==> config.mk <==
export PLATFORM = sky130hd
export DESIGN_NAME = gsas_supervisor
export DESIGN_NICKNAME = d
export VERILOG_FILES = /design/src/gsas_pkg.sv /design/src/gsas_supervisor.sv
export SDC_FILE = /design/constraint.sdc
export NUM_CORES = 2
export LEC_CHECK = 0
export ABC_AREA = 0
export BUFFER_PORTS_ARGS = -buffer_cell sky130_fd_sc_hd__buf_2
export CAP_MARGIN = 40
export CORE_MARGIN = 5
export CORE_UTILIZATION = 35
export DETAILED_ROUTE_END_ITERATION = 6
export GPL_TIMING_DRIVEN = 0
export REMOVE_ABC_BUFFERS = 1
export SYNTH_ARGS = -nofsm -noshare
export SYNTH_HDL_FRONTEND = slang
export SYNTH_SLANG_ARGS = --single-unit
==> constraint.sdc <==
create_clock -name pclk -period 9.41 [get_ports pclk]
set_input_delay 2.823 -clock pclk [delete_from_list [all_inputs] [get_ports pclk]]
set_output_delay 2.823 -clock pclk [all_outputs]
set_load 0.02 [all_outputs]
==> src/gsas_pkg.sv <==
// Constants, register map and alarm layout of the shutdown alarm supervisor
package gsas_pkg;
    // ------------------------------------------------------------
    // Alarm bit positions
    // ------------------------------------------------------------
    localparam int ALARM_W = 23;
    localparam int AL_ESTOP = 0;
    localparam int AL_FAIL_START = 1;
    localparam int AL_LOW_OIL = 2;
    localparam int AL_HIGH_TEMP = 3;
    localparam int AL_UNDERSPEED = 4;
    localparam int AL_OVERSPEED = 5;
    localparam int AL_PHASE_ROT = 6;
    localparam int AL_OVER_FREQ = 7;
    localparam int AL_UNDER_FREQ = 8;
    localparam int AL_OVER_VOLT = 9;
    localparam int AL_UNDER_VOLT = 10;
    localparam int AL_OIL_SENSOR = 11;
    localparam int AL_AUX0 = 12;
    localparam int AUX_N = 4;
    localparam int AL_SPEED_LOSS = 16;
    localparam int AL_ECU_DATA = 17;
    localparam int AL_ECU_SHUT = 18;
    localparam int AL_KW_OVER = 19;
    localparam int AL_HIGH_CURR = 20;
    localparam int AL_LOAD_VOLT = 21;
    localparam int AL_EARTH = 22;
    // Alarms armed only after safety-on
    localparam logic [ALARM_W-1:0] SO_MASK = 23'h20001c;
    // Alarms that a reset clears whatever the condition shows
    localparam logic [ALARM_W-1:0] RESET_ANY_MASK = 23'h20001e;
    // ------------------------------------------------------------
    // Register map (config word indices, status byte addresses)
    // ------------------------------------------------------------
    localparam int CFG_N = 16;
    localparam int CFG_CTRL = 0;
    localparam int CFG_OIL = 1;
    localparam int CFG_TEMP = 2;
    localparam int CFG_UNDERSPEED = 3;
    localparam int CFG_OVERSPEED = 4;
    localparam int CFG_OVERSHOOT = 5;
    localparam int CFG_FREQ_HI = 6;
    localparam int CFG_FREQ_LO = 7;
    localparam int CFG_VOLT_HI = 8;
    localparam int CFG_VOLT_LO = 9;
    localparam int CFG_LOAD_VOLT = 10;
    localparam int CFG_KW = 11;
    localparam int CFG_CURR = 12;
    localparam int CFG_CURR_TIME = 13;
    localparam int CFG_EARTH = 14;
    localparam int CFG_EARTH_CURVE = 15;
    localparam logic [7:0] ADDR_STATUS = 8'h40;
    localparam logic [7:0] ADDR_COND = 8'h44;
    localparam logic [7:0] ADDR_LOG = 8'h48;
    localparam logic [7:0] ADDR_ECU = 8'h4c;
    // Control word fields
    localparam int CTRL_PROT_DIS = 0;
    localparam int CTRL_HC_TRIP = 1;
    localparam int CTRL_OVERSHOOT = 2;
    localparam int CTRL_CAN_MODE = 3;
    localparam int CTRL_ROT_FWD = 4;
    localparam int CTRL_AUX_LSB = 8;
    localparam int CTRL_ATT_LSB = 16;
    localparam int ATT_W = 4;
    localparam logic [31:0] CFG_RST [0:CFG_N-1] = '{
        32'h00030010, 32'h00000000, 32'h0000ffff, 32'h00000000,
        32'h0000ffff, 32'h00000000, 32'h0000ffff, 32'h00000000,
        32'h0000ffff, 32'h00000000, 32'h00000000, 32'h0000ffff,
        32'h0000ffff, 32'h000003e8, 32'h0000ffff, 32'h00100000};
    // ------------------------------------------------------------
    // Timing
    // ------------------------------------------------------------
    localparam int CLK_KHZ = 100000;
    localparam int SPEED_LOSS_MS = 2000;
    localparam int CAN_LOSS_MS = 3000;
    localparam int SPEED_LOSS_CYC = SPEED_LOSS_MS * CLK_KHZ;
    localparam int CAN_LOSS_CYC = CAN_LOSS_MS * CLK_KHZ;
endpackage

==> src/gsas_supervisor.sv <==
// Shutdown alarm supervisor: qualification, latching, reset and APB access
//
// Design decisions made here: the APB slave port and the register addresses.
`timescale 1ns/1ps
// How it works
// - Qualified shutdown latches and stops the set
// - Latch clears only on operator stop/reset
// - Reset ignored while fault still present
// - Safety-on alarms reset despite present condition
// - Protections disabled: indicate, keep running, log
// - Fail to start after attempts used
// - Lost failsafe emergency stop stops set
// - Low oil pressure after safety-on
// - High coolant temperature after safety-on
// - Underspeed after safety-on
// - Overspeed, optional start-up margin
// - Phase rotation differs from configured direction
// - Over/under frequency and voltage shutdowns
// - Oil pressure sensor open circuit
// - Enabled auxiliary input shuts down, shown
// - No magnetic pickup pulses: speed loss
// - CAN mode, no data: ECU data fail
// - ECU shutdown with reported error shown
// - Total kW above overload setting
// - Persistent high current: shutdown or trip
// - Loading voltage not reached after safety
// - Earth fault after inverse time curve
module gsas_supervisor #(
    parameter int unsigned SPEED_LOSS_CYC = gsas_pkg::SPEED_LOSS_CYC,
    parameter int unsigned CAN_LOSS_CYC = gsas_pkg::CAN_LOSS_CYC
) (
    input wire logic pclk,
    input wire logic presetn,
    input wire logic psel,
    input wire logic penable,
    input wire logic pwrite,
    input wire logic [7:0] paddr,
    input wire logic [31:0] pwdata,
    output logic [31:0] prdata,
    output logic pready,
    output logic pslverr,
    input wire logic estop_ok_pin,
    input wire logic oil_sensor_open_pin,
    input wire logic mpu_pin,
    input wire logic stop_reset_pin,
    input wire logic [gsas_pkg::AUX_N-1:0] aux_pin,
    input wire logic safety_on,
    input wire logic start_sequence,
    input wire logic engine_running,
    input wire logic crank_fail,
    input wire logic engine_fired,
    input wire logic [15:0] oil_pressure,
    input wire logic [15:0] coolant_temp,
    input wire logic [15:0] engine_speed,
    input wire logic [15:0] gen_freq,
    input wire logic [15:0] gen_volt,
    input wire logic [15:0] total_kw,
    input wire logic [15:0] gen_current,
    input wire logic [15:0] earth_current,
    input wire logic phase_valid,
    input wire logic phase_forward,
    input wire logic can_frame_rx,
    input wire logic ecu_shutdown,
    input wire logic [15:0] ecu_error,
    output logic stop_cmd,
    output logic elec_trip_req,
    output logic prot_disabled_ind,
    output logic [gsas_pkg::ALARM_W-1:0] alarm_active,
    output logic [15:0] ecu_error_shown
);
    import gsas_pkg::*;

    localparam int PIN_N = 4 + AUX_N;

    logic [31:0] cfg [0:CFG_N-1];
    logic [PIN_N-1:0] pin_s1;
    logic [PIN_N-1:0] pin_s2;
    logic stop_btn_q;
    logic reset_edge;
    logic mpu_q;
    logic [ALARM_W-1:0] alarm;
    logic [ALARM_W-1:0] cond;
    logic [ALARM_W-1:0] qual;
    logic [ALARM_W-1:0] clear_ok;
    logic [ALARM_W-1:0] next_alarm;
    logic [ALARM_W-1:0] stop_mask;
    logic [ATT_W-1:0] attempts;
    logic [31:0] hc_cnt;
    logic [31:0] speed_cnt;
    logic [31:0] can_cnt;
    logic [31:0] earth_acc;
    logic [32:0] earth_sum;
    logic [16:0] os_limit;
    logic prot_dis;
    logic hc_trip;
    logic log_flag;
    logic [7:0] log_cnt;
    logic new_event;
    logic wr_en;
    logic [31:0] rd_word;
    logic rd_err;

    assign prot_dis = cfg[CFG_CTRL][CTRL_PROT_DIS];
    assign hc_trip = cfg[CFG_CTRL][CTRL_HC_TRIP];

    // ------------------------------------------------------------
    // Pin synchronisers
    // ------------------------------------------------------------
    always_ff @(posedge pclk or negedge presetn) begin
        if (!presetn) begin
            pin_s1 <= 8'h01;
            pin_s2 <= 8'h01;
        end else begin
            pin_s1 <= {aux_pin, stop_reset_pin, mpu_pin, oil_sensor_open_pin, estop_ok_pin};
            pin_s2 <= pin_s1;
        end
    end

    always_ff @(posedge pclk or negedge presetn) begin
        if (!presetn) begin
            stop_btn_q <= 1'b0;
            mpu_q <= 1'b0;
        end else begin
            stop_btn_q <= pin_s2[3];
            mpu_q <= pin_s2[2];
        end
    end

    // Operator stop/reset press
    assign reset_edge = pin_s2[3] & ~stop_btn_q;

    // ------------------------------------------------------------
    // Condition counters
    // ------------------------------------------------------------
    // count failed attempts
    always_ff @(posedge pclk or negedge presetn) begin
        if (!presetn) begin
            attempts <= 4'h0;
        end else if (engine_fired || reset_edge) begin
            attempts <= 4'h0;
        end else if (crank_fail && attempts != 4'hf) begin
            attempts <= attempts + 4'h1;
        end
    end

    always_ff @(posedge pclk or negedge presetn) begin
        if (!presetn) begin
            hc_cnt <= 32'h0;
        end else if (gen_current <= cfg[CFG_CURR][15:0]) begin
            hc_cnt <= 32'h0;
        end else if (hc_cnt < cfg[CFG_CURR_TIME]) begin
            hc_cnt <= hc_cnt + 32'h1;
        end
    end

    always_ff @(posedge pclk or negedge presetn) begin
        if (!presetn) begin
            speed_cnt <= 32'h0;
        end else if (!engine_running || (pin_s2[2] && !mpu_q)) begin
            speed_cnt <= 32'h0;
        end else if (speed_cnt < SPEED_LOSS_CYC) begin
            speed_cnt <= speed_cnt + 32'h1;
        end
    end

    always_ff @(posedge pclk or negedge presetn) begin
        if (!presetn) begin
            can_cnt <= 32'h0;
        end else if (!cfg[CFG_CTRL][CTRL_CAN_MODE] || can_frame_rx) begin
            can_cnt <= 32'h0;
        end else if (can_cnt < CAN_LOSS_CYC) begin
            can_cnt <= can_cnt + 32'h1;
        end
    end

    // inverse time integral of excess earth current
    assign earth_sum = {1'b0, earth_acc} + {17'h0, earth_current - cfg[CFG_EARTH][15:0]};
    always_ff @(posedge pclk or negedge presetn) begin
        if (!presetn) begin
            earth_acc <= 32'h0;
        end else if (earth_current <= cfg[CFG_EARTH][15:0]) begin
            earth_acc <= 32'h0;
        end else begin
            earth_acc <= earth_sum[32] ? 32'hffffffff : earth_sum[31:0];
        end
    end

    assign os_limit = {1'b0, cfg[CFG_OVERSPEED][15:0]}
        + ((cfg[CFG_CTRL][CTRL_OVERSHOOT] && start_sequence)
           ? {1'b0, cfg[CFG_OVERSHOOT][15:0]} : 17'h0);

    // ------------------------------------------------------------
    // Raw shutdown conditions
    // ------------------------------------------------------------
    // failsafe input lost
    assign cond[AL_ESTOP] = ~pin_s2[0];
    assign cond[AL_FAIL_START] = (cfg[CFG_CTRL][CTRL_ATT_LSB +: ATT_W] != 4'h0)
        && (attempts >= cfg[CFG_CTRL][CTRL_ATT_LSB +: ATT_W]);
    assign cond[AL_LOW_OIL] = oil_pressure < cfg[CFG_OIL][15:0];
    assign cond[AL_HIGH_TEMP] = coolant_temp > cfg[CFG_TEMP][15:0];
    assign cond[AL_UNDERSPEED] = engine_speed < cfg[CFG_UNDERSPEED][15:0];
    assign cond[AL_OVERSPEED] = {1'b0, engine_speed} > os_limit;
    assign cond[AL_PHASE_ROT] = phase_valid && (phase_forward != cfg[CFG_CTRL][CTRL_ROT_FWD]);
    assign cond[AL_OVER_FREQ] = gen_freq > cfg[CFG_FREQ_HI][15:0];
    assign cond[AL_UNDER_FREQ] = gen_freq < cfg[CFG_FREQ_LO][15:0];
    assign cond[AL_OVER_VOLT] = gen_volt > cfg[CFG_VOLT_HI][15:0];
    assign cond[AL_UNDER_VOLT] = gen_volt < cfg[CFG_VOLT_LO][15:0];
    assign cond[AL_OIL_SENSOR] = pin_s2[1];
    assign cond[AL_AUX0 +: AUX_N] = pin_s2[4 +: AUX_N] & cfg[CFG_CTRL][CTRL_AUX_LSB +: AUX_N];
    assign cond[AL_SPEED_LOSS] = speed_cnt >= SPEED_LOSS_CYC;
    assign cond[AL_ECU_DATA] = can_cnt >= CAN_LOSS_CYC;
    assign cond[AL_ECU_SHUT] = ecu_shutdown;
    assign cond[AL_KW_OVER] = total_kw > cfg[CFG_KW][15:0];
    assign cond[AL_HIGH_CURR] = (gen_current > cfg[CFG_CURR][15:0])
        && (hc_cnt >= cfg[CFG_CURR_TIME]);
    assign cond[AL_LOAD_VOLT] = gen_volt <= cfg[CFG_LOAD_VOLT][15:0];
    assign cond[AL_EARTH] = earth_acc >= cfg[CFG_EARTH_CURVE];

    // ------------------------------------------------------------
    // Latching and reset
    // ------------------------------------------------------------
    // armed alarms only qualify with safety-on
    assign qual = cond & (safety_on ? {ALARM_W{1'b1}} : ~SO_MASK);
    // a present fault blocks its reset, except alarms in RESET_ANY_MASK
    assign clear_ok = ~cond | RESET_ANY_MASK;
    assign next_alarm = (alarm & ~(reset_edge ? clear_ok : {ALARM_W{1'b0}})) | qual;
    // configured trip mode leaves high current to the trip output
    assign stop_mask = ~({{(ALARM_W-1){1'b0}}, hc_trip} << AL_HIGH_CURR);
    assign new_event = |(qual & ~alarm);

    always_ff @(posedge pclk or negedge presetn) begin
        if (!presetn) begin
            alarm <= {ALARM_W{1'b0}};
        end else begin
            alarm <= next_alarm;
        end
    end

    always_ff @(posedge pclk or negedge presetn) begin
        if (!presetn) begin
            stop_cmd <= 1'b0;
            elec_trip_req <= 1'b0;
            prot_disabled_ind <= 1'b0;
        end else begin
            stop_cmd <= (|(next_alarm & stop_mask)) && !prot_dis;
            elec_trip_req <= next_alarm[AL_HIGH_CURR] && hc_trip && !prot_dis;
            prot_disabled_ind <= prot_dis && (|next_alarm);
        end
    end

    assign alarm_active = alarm;

    // log events while protections are disabled
    always_ff @(posedge pclk or negedge presetn) begin
        if (!presetn) begin
            log_flag <= 1'b0;
            log_cnt <= 8'h00;
        end else begin
            if (prot_dis && new_event) begin
                log_flag <= 1'b1;
            end else if (wr_en && paddr == ADDR_LOG && pwdata[0]) begin
                log_flag <= 1'b0;
            end
            if (prot_dis && new_event && log_cnt != 8'hff) begin
                log_cnt <= log_cnt + 8'h01;
            end
        end
    end

    always_ff @(posedge pclk or negedge presetn) begin
        if (!presetn) begin
            ecu_error_shown <= 16'h0000;
        end else if (qual[AL_ECU_SHUT] && !alarm[AL_ECU_SHUT]) begin
            ecu_error_shown <= ecu_error;
        end
    end

    // ------------------------------------------------------------
    // APB slave
    // ------------------------------------------------------------
    assign pready = penable;
    assign wr_en = psel && penable && pwrite && !pslverr;

    always_comb begin
        rd_word = 32'h0;
        rd_err = 1'b0;
        if (paddr[1:0] != 2'b00) begin
            rd_err = 1'b1;
        end else if (paddr < ADDR_STATUS) begin
            rd_word = cfg[paddr[5:2]];
        end else begin
            case (paddr)
                ADDR_STATUS: rd_word = {9'h0, alarm};
                ADDR_COND: rd_word = {9'h0, cond};
                ADDR_LOG: rd_word = {16'h0, log_cnt, 7'h0, log_flag};
                ADDR_ECU: rd_word = {16'h0, ecu_error_shown};
                default: rd_err = 1'b1;
            endcase
        end
    end

    always_ff @(posedge pclk or negedge presetn) begin
        if (!presetn) begin
            prdata <= 32'h0;
            pslverr <= 1'b0;
        end else if (psel && !penable) begin
            prdata <= pwrite ? 32'h0 : rd_word;
            pslverr <= rd_err;
        end
    end

    always_ff @(posedge pclk or negedge presetn) begin
        if (!presetn) begin
            for (int i = 0; i < CFG_N; i++) begin
                cfg[i] <= CFG_RST[i];
            end
        end else if (wr_en && paddr < ADDR_STATUS) begin
            cfg[paddr[5:2]] <= pwdata;
        end
    end
endmodule

# Word-level counts from Yosys, hierarchy flattened
# Index checks and enable logic that the tools add are counted.
# word_totals
output_inout_bits	76
register_bits	746
input_bits	206
# op_classes
n_mux	28
magnitude_cmp	24
n_bitwise	14
reduce_logical	42
n_addsub	8
n_eq_ne	7
# ops
cell	n
$bwmux W512	1
$mux W32	14
$bmux W32 S4	1
$demux W32 S4	1
$add A32 B1 Y32 const B	3
$and A23 B23 Y23	4
$pmux W23 S4	1
$gt A16 B16 Y1	5
$not A23 Y23	3
$reduce_or A23 Y1	3
$ge A32 B32 Y1	2
$lt A16 B16 Y1	4
$le A16 B16 Y1	3
$add A32 B16 Y33	1
$eq A8 B7 Y1 const B	4
$ge A32 B28 Y1 const B	1
$ge A32 B29 Y1 const B	1
$lt A32 B28 Y1 const B	1
$lt A32 B29 Y1 const B	1
$lt A32 B32 Y1	1
$mux W23	1
$not A21 Y23	1
$or A23 B23 Y23	1
$mux W22	1
other kinds (25)	64

# Logic depth before layout (Yosys ltp)
# depth
ltp_word	12
ltp_mapped	22
ltp_nobuf	21

# Least setup slack after synthesis
# No wires, ideal clock.
# synth_timing
kind	input port to flip-flop
start	input port start_sequence
end	register log_cnt[7]
setup_ps	128
path_slack_ps	2187
n_path_buf	1
t_arrival_ps	7096
stages	21
t_required_ps	9282
path_cell_list	clkbuf_1 and3_1 ha_1 a21o_1 a21oi_1 nor2b_1 o21ai_0 a21boi_0 a211o_1 a31o_2 a21oi_1 xor2_1 ha_1 nor4_1 o21ai_0 o311ai_0 o311a_1 o2111ai_2 nor4_4 nor4_1 mux2_1
# synth_via
elab_chain_len	9
# synth_rtl
item	line	rtl
start, declared	gsas_supervisor.sv:48	input wire logic start_sequence,
$logic_and A1 B1 Y1	gsas_supervisor.sv:189	+ ((cfg[CFG_CTRL][CTRL_OVERSHOOT] && start_sequence)
$mux W16	gsas_supervisor.sv:190	? {1'b0, cfg[CFG_OVERSHOOT][15:0]} : 17'h0);
$add A16 B16 Y17	gsas_supervisor.sv:189	
$gt A16 B17 Y1	gsas_supervisor.sv:202	assign cond[AL_OVERSPEED] = {1'b0, engine_speed} > os_limit;
$and A23 B23 Y23	gsas_supervisor.sv:223	assign qual = cond & (safety_on ? {ALARM_W{1'b1}} : ~SO_MASK);
$and A23 B23 Y23	gsas_supervisor.sv:229	assign new_event = |(qual & ~alarm);
$reduce_or A23 Y1	gsas_supervisor.sv:229	
$logic_and A1 B1 Y1 (2 in a row)	gsas_supervisor.sv:264	if (prot_dis && new_event && log_cnt != 8'hff) begin
end signal, assigned	gsas_supervisor.sv:265	log_cnt <= log_cnt + 8'h01;
end, declared	gsas_supervisor.sv:97	logic [7:0] log_cnt;
# Every way passes these cells.
# A chain may end at the register's enable or synchronous reset.

# Worst setup path after layout
# Same ends and word-level chain as after synthesis.

==> results.py <==
metrics = {
    "status": {
        "status": "finished clean",
    },
    "global_route": {
        "grt_overflow": 0,
        "grt_max_degree": 119,
        "grt_pass1_wl_mm": 197,
        "antenna_found_initial": 32,
        "grtUsageTotal_pct": 20.6,
        "grt_pass1_vias": 30700,
    },
    "floorplan": {
        "pin_count": 282,
        "num_rows": 126,
        "start_util_pct": 35.2,
        "fp.dieH_um": 354,
        "fp.dieW_um": 354,
        "coreArea_um2": 118000,
        "die-area_um2": 125000,
    },
    "route": {
        "drc": 0,
        "drt_wl_total_mm": 131,
        "drt-initial-drc-count": 2016,
        "detail-route-antenna-nets": 0,
        "via_per_inst": 5.43,
        "wire_per_inst_um": 23.3,
        "firstDrtPassIters": 5,
        "num_vias": 30600,
    },
    "min_path": {
        "hp-class": "reg -> reg",
        "min_path_cells": 0,
    },
    "placement": {
        "place_congestion": 0.859,
        "dp_hpwl_mm": 98.1,
        "numPortBuffers": 281,
        "dpl.cell_count": 5464,
    },
    "clocking": {
        "cts_tree": "built",
        "cts_buffers": 84,
        "cts_resized": 0,
        "htree_levels": 3,
        "clock_sinks": 746,
        "clk_path_buf_depth": 3,
        "cts_root_buffer": "clkbuf_16",
        "cts_hold_buf": 0,
        "postCtsSetupRepairBufs": 0,
        "clkLatencyLatePin_ps": 660,
        "cts.clk_slew.worst_paths_ps": 60,
    },
    "flow_run": {
        "max-cap-violations": 0,
    },
    "pwr": {
        "p_clk_share_pct": 43.3,
        "power_density_nw_per_um2": 162,
        "pwr-share-comb_pct": 12.3,
        "p_seq_share_pct": 44.4,
        "vdd_drop_max_uv": 129,
        "p_leak_nw": 22.9,
        "sw_frac_of_total_pct": 26.8,
        "power_switching_mw": 2.09,
        "internal-power_mw": 5.71,
    },
    "logic_synthesis": {
        "synthFlopType": "dfrtp_1",
        "synth-edff-count": 0,
        "synth_top_area_cell": "dfrtp_1",
        "synthTopCellsByArea": "dfrtp_1 38%, ha_1 8.9%, mux4_2 8.7%",
        "ys_warn_count": 0,
        "yosys.area.top_type_share_pct": 37.6,
        "ys_top_cells_by_count": "622 x dfrtp_1, 408 x nand2_1, 316 x mux2_2",
        "syn_area_per_cell_um2": 11.0,
        "ys_seq_area_share_pct": 45.4,
        "synthCells": 3782,
        "synthArstFlopShare_pct": 100,
        "yosysMostFrequentCell": "dfrtp_1",
        "ys_types": 84,
        "synthesis.area_um2": 41400,
        "synth-seq-cells": 746,
    },
    "worst_setup_path": {
        "crit_type": "in -> reg",
        "cp.arrival_ps": 8360,
        "cp-end-kind": "flip-flop",
        "worstPathRequired_ps": 9940,
        "reg2reg_depth": 21,
        "critical_path_peak_fanout": 16,
        "start_kind": "input port",
    },
    "timing": {
        "period_needed_ps": 7830,
        "setup_viol": 0,
        "worst_pin_slew_ps": 911,
        "drv_slew": 0,
        "grt_setup_unrepaired": "false",
        "fin_crit_sh_pct": 83.2,
        "fmax_mhz": 128,
        "finalHoldViolCount": 0,
        "skew_ps": 38.3,
        "slew_headroom_pct": 39.3,
    },
    "cells_and_area": {
        "drive_above_1_share_pct": 27.4,
        "nNetsFinal": 4518,
        "final_cells": 5631,
        "finish.utilization_pct": 40.8,
        "syn2layout_area_growth_pct": 15.8,
    },
}
cells by family (layout without fill, tap and decap cells):
family	after synthesis	after routing	synth area share (%)
fa+ha+maj	298	298	9.05
flops	746	746	45.4
compound gates	698	698	10.2
xor+xnor	121	121	2.56
simple gates	942	942	10.7
other cells	0	13	0
buf+inv	487	787	4.44
mux	490	490	17.7
metal layers:
layer,track usage (%),vias to the layer above,share of wire (%)
met3,5.16,199,7.6
met5,0,-,0.11
met1,27.5,15400,43
li1,-,14000,-
met4,6.22,22,2.8
met2,33.2,879,46
state kept, by name (all words and copies together) (netlist names), 4 cells and up:
register and cells:
hc_cnt 32, pin_s1 8, earth_acc 32, ecu_error_shown 16, attempts 4, cfg 512, can_cnt 32, alarm_active 23
prdata 32, log_cnt 8, pin_s2 8, speed_cnt 32
critical path: stages:
cell	delay, ps
buf_2	260
and3_1	260
ha_1	250
a21o_1	160
a21oi_1	220
nor2b_1	80
o21ai_0	230
a21boi_0	230
a211o_1	340
a31o_2	240
a21oi_1	190
xor2_1	110
ha_1	200
nor4_1	260
o21ai_0	110
o311ai_0	640
buf_2	290
o311a_1	200
o2111ai_2	130
nor4_4	640
nor4_1	150
mux2_1	330
metrics by stage:
step / instance area [um2] / worst slack, ps / power [mW] / hold slack [ps] / TNS (ps)
final: 48000 / 1580 / 7.79 / 352 / 0
after global routing: 48000 / 1340 / 8.09 / 356 / 0
after CTS: 48000 / 1700 / 7.87 / 353 / 0
after detailed placement: 45200 / 1040 / 4.47 / 336 / 0
after global placement: 44000 / -10900 / 4.43 / 334 / -8554940
after floorplan: 40700 / 2350 / 3.97 / 331 / 0
layout make-up:
class | count | area, um2
repair buffers | 341 | 2400
well taps | 1536 | 1920
inverters | 292 | 1100
flip-flops and latches | 746 | 18800
clock inverters | 34 | 442
clock buffers | 120 | 2390
diodes | 13 | 32.5
multi-input cells | 2549 | 20900
fillers | 11100 | 69800
power groups by stage:
stage                     Combinational (mW)  Sequential (mW)  Clock (mW)
after floorplan                        0.467             3.51           0
after global placement                 0.921             3.51           0
after detailed placement               0.957             3.51           0
after CTS                              0.963             3.46        3.45
after global routing                    1.05             3.47        3.56
final                                  0.959             3.46        3.38
cell usage in the layout (no fill, tap or decap), types with 15 or more instances in the layout:
| cell type | n |
|---|---|
| dfstp_2 | 124 |
| nor2_1 | 156 |
| a21oi_1 | 160 |
| nand3_1 | 62 |
| ha_1 | 295 |
| clkbuf_8 | 15 |
| nand2b_1 | 23 |
| inv_1 | 292 |
| nor4_1 | 18 |
| nand4_1 | 65 |
| clkbuf_1 | 21 |
| dfrtp_1 | 622 |
| o21ai_0 | 312 |
| and3_1 | 37 |
| buf_2 | 281 |
| nor3_1 | 35 |
| mux2_2 | 316 |
| buf_12 | 17 |
| a22o_1 | 15 |
| or3_1 | 29 |
| clkinv_2 | 17 |
| clkbuf_16 | 84 |
| xor2_1 | 79 |
| nand2_1 | 406 |
| mux4_2 | 161 |
| a21o_1 | 49 |
| a211oi_1 | 29 |
| nor2b_1 | 29 |
| xnor2_1 | 42 |
path summary, 6_finish.rpt:
check	endpoint	slack [ps]	startpoint
worst max register to register	log_cnt[7]$_DFFE_PN0P_	3320	cfg[482]$_DFFE_PN0P_
worst min register to register	pin_s2[5]$_DFF_PN0_	350	pin_s1[5]$_DFF_PN0_
min in group asynchronous	earth_acc[9]$_DFF_PN0_	2040	presetn
worst max-delay path	log_cnt[7]$_DFFE_PN0P_	1580	start_sequence
max in group asynchronous	ecu_error_shown[9]$_DFFE_PN0P_	5530	presetn
worst min-delay path	pin_s2[5]$_DFF_PN0_	350	pin_s1[5]$_DFF_PN0_
Power figures use the tool's default switching activity.
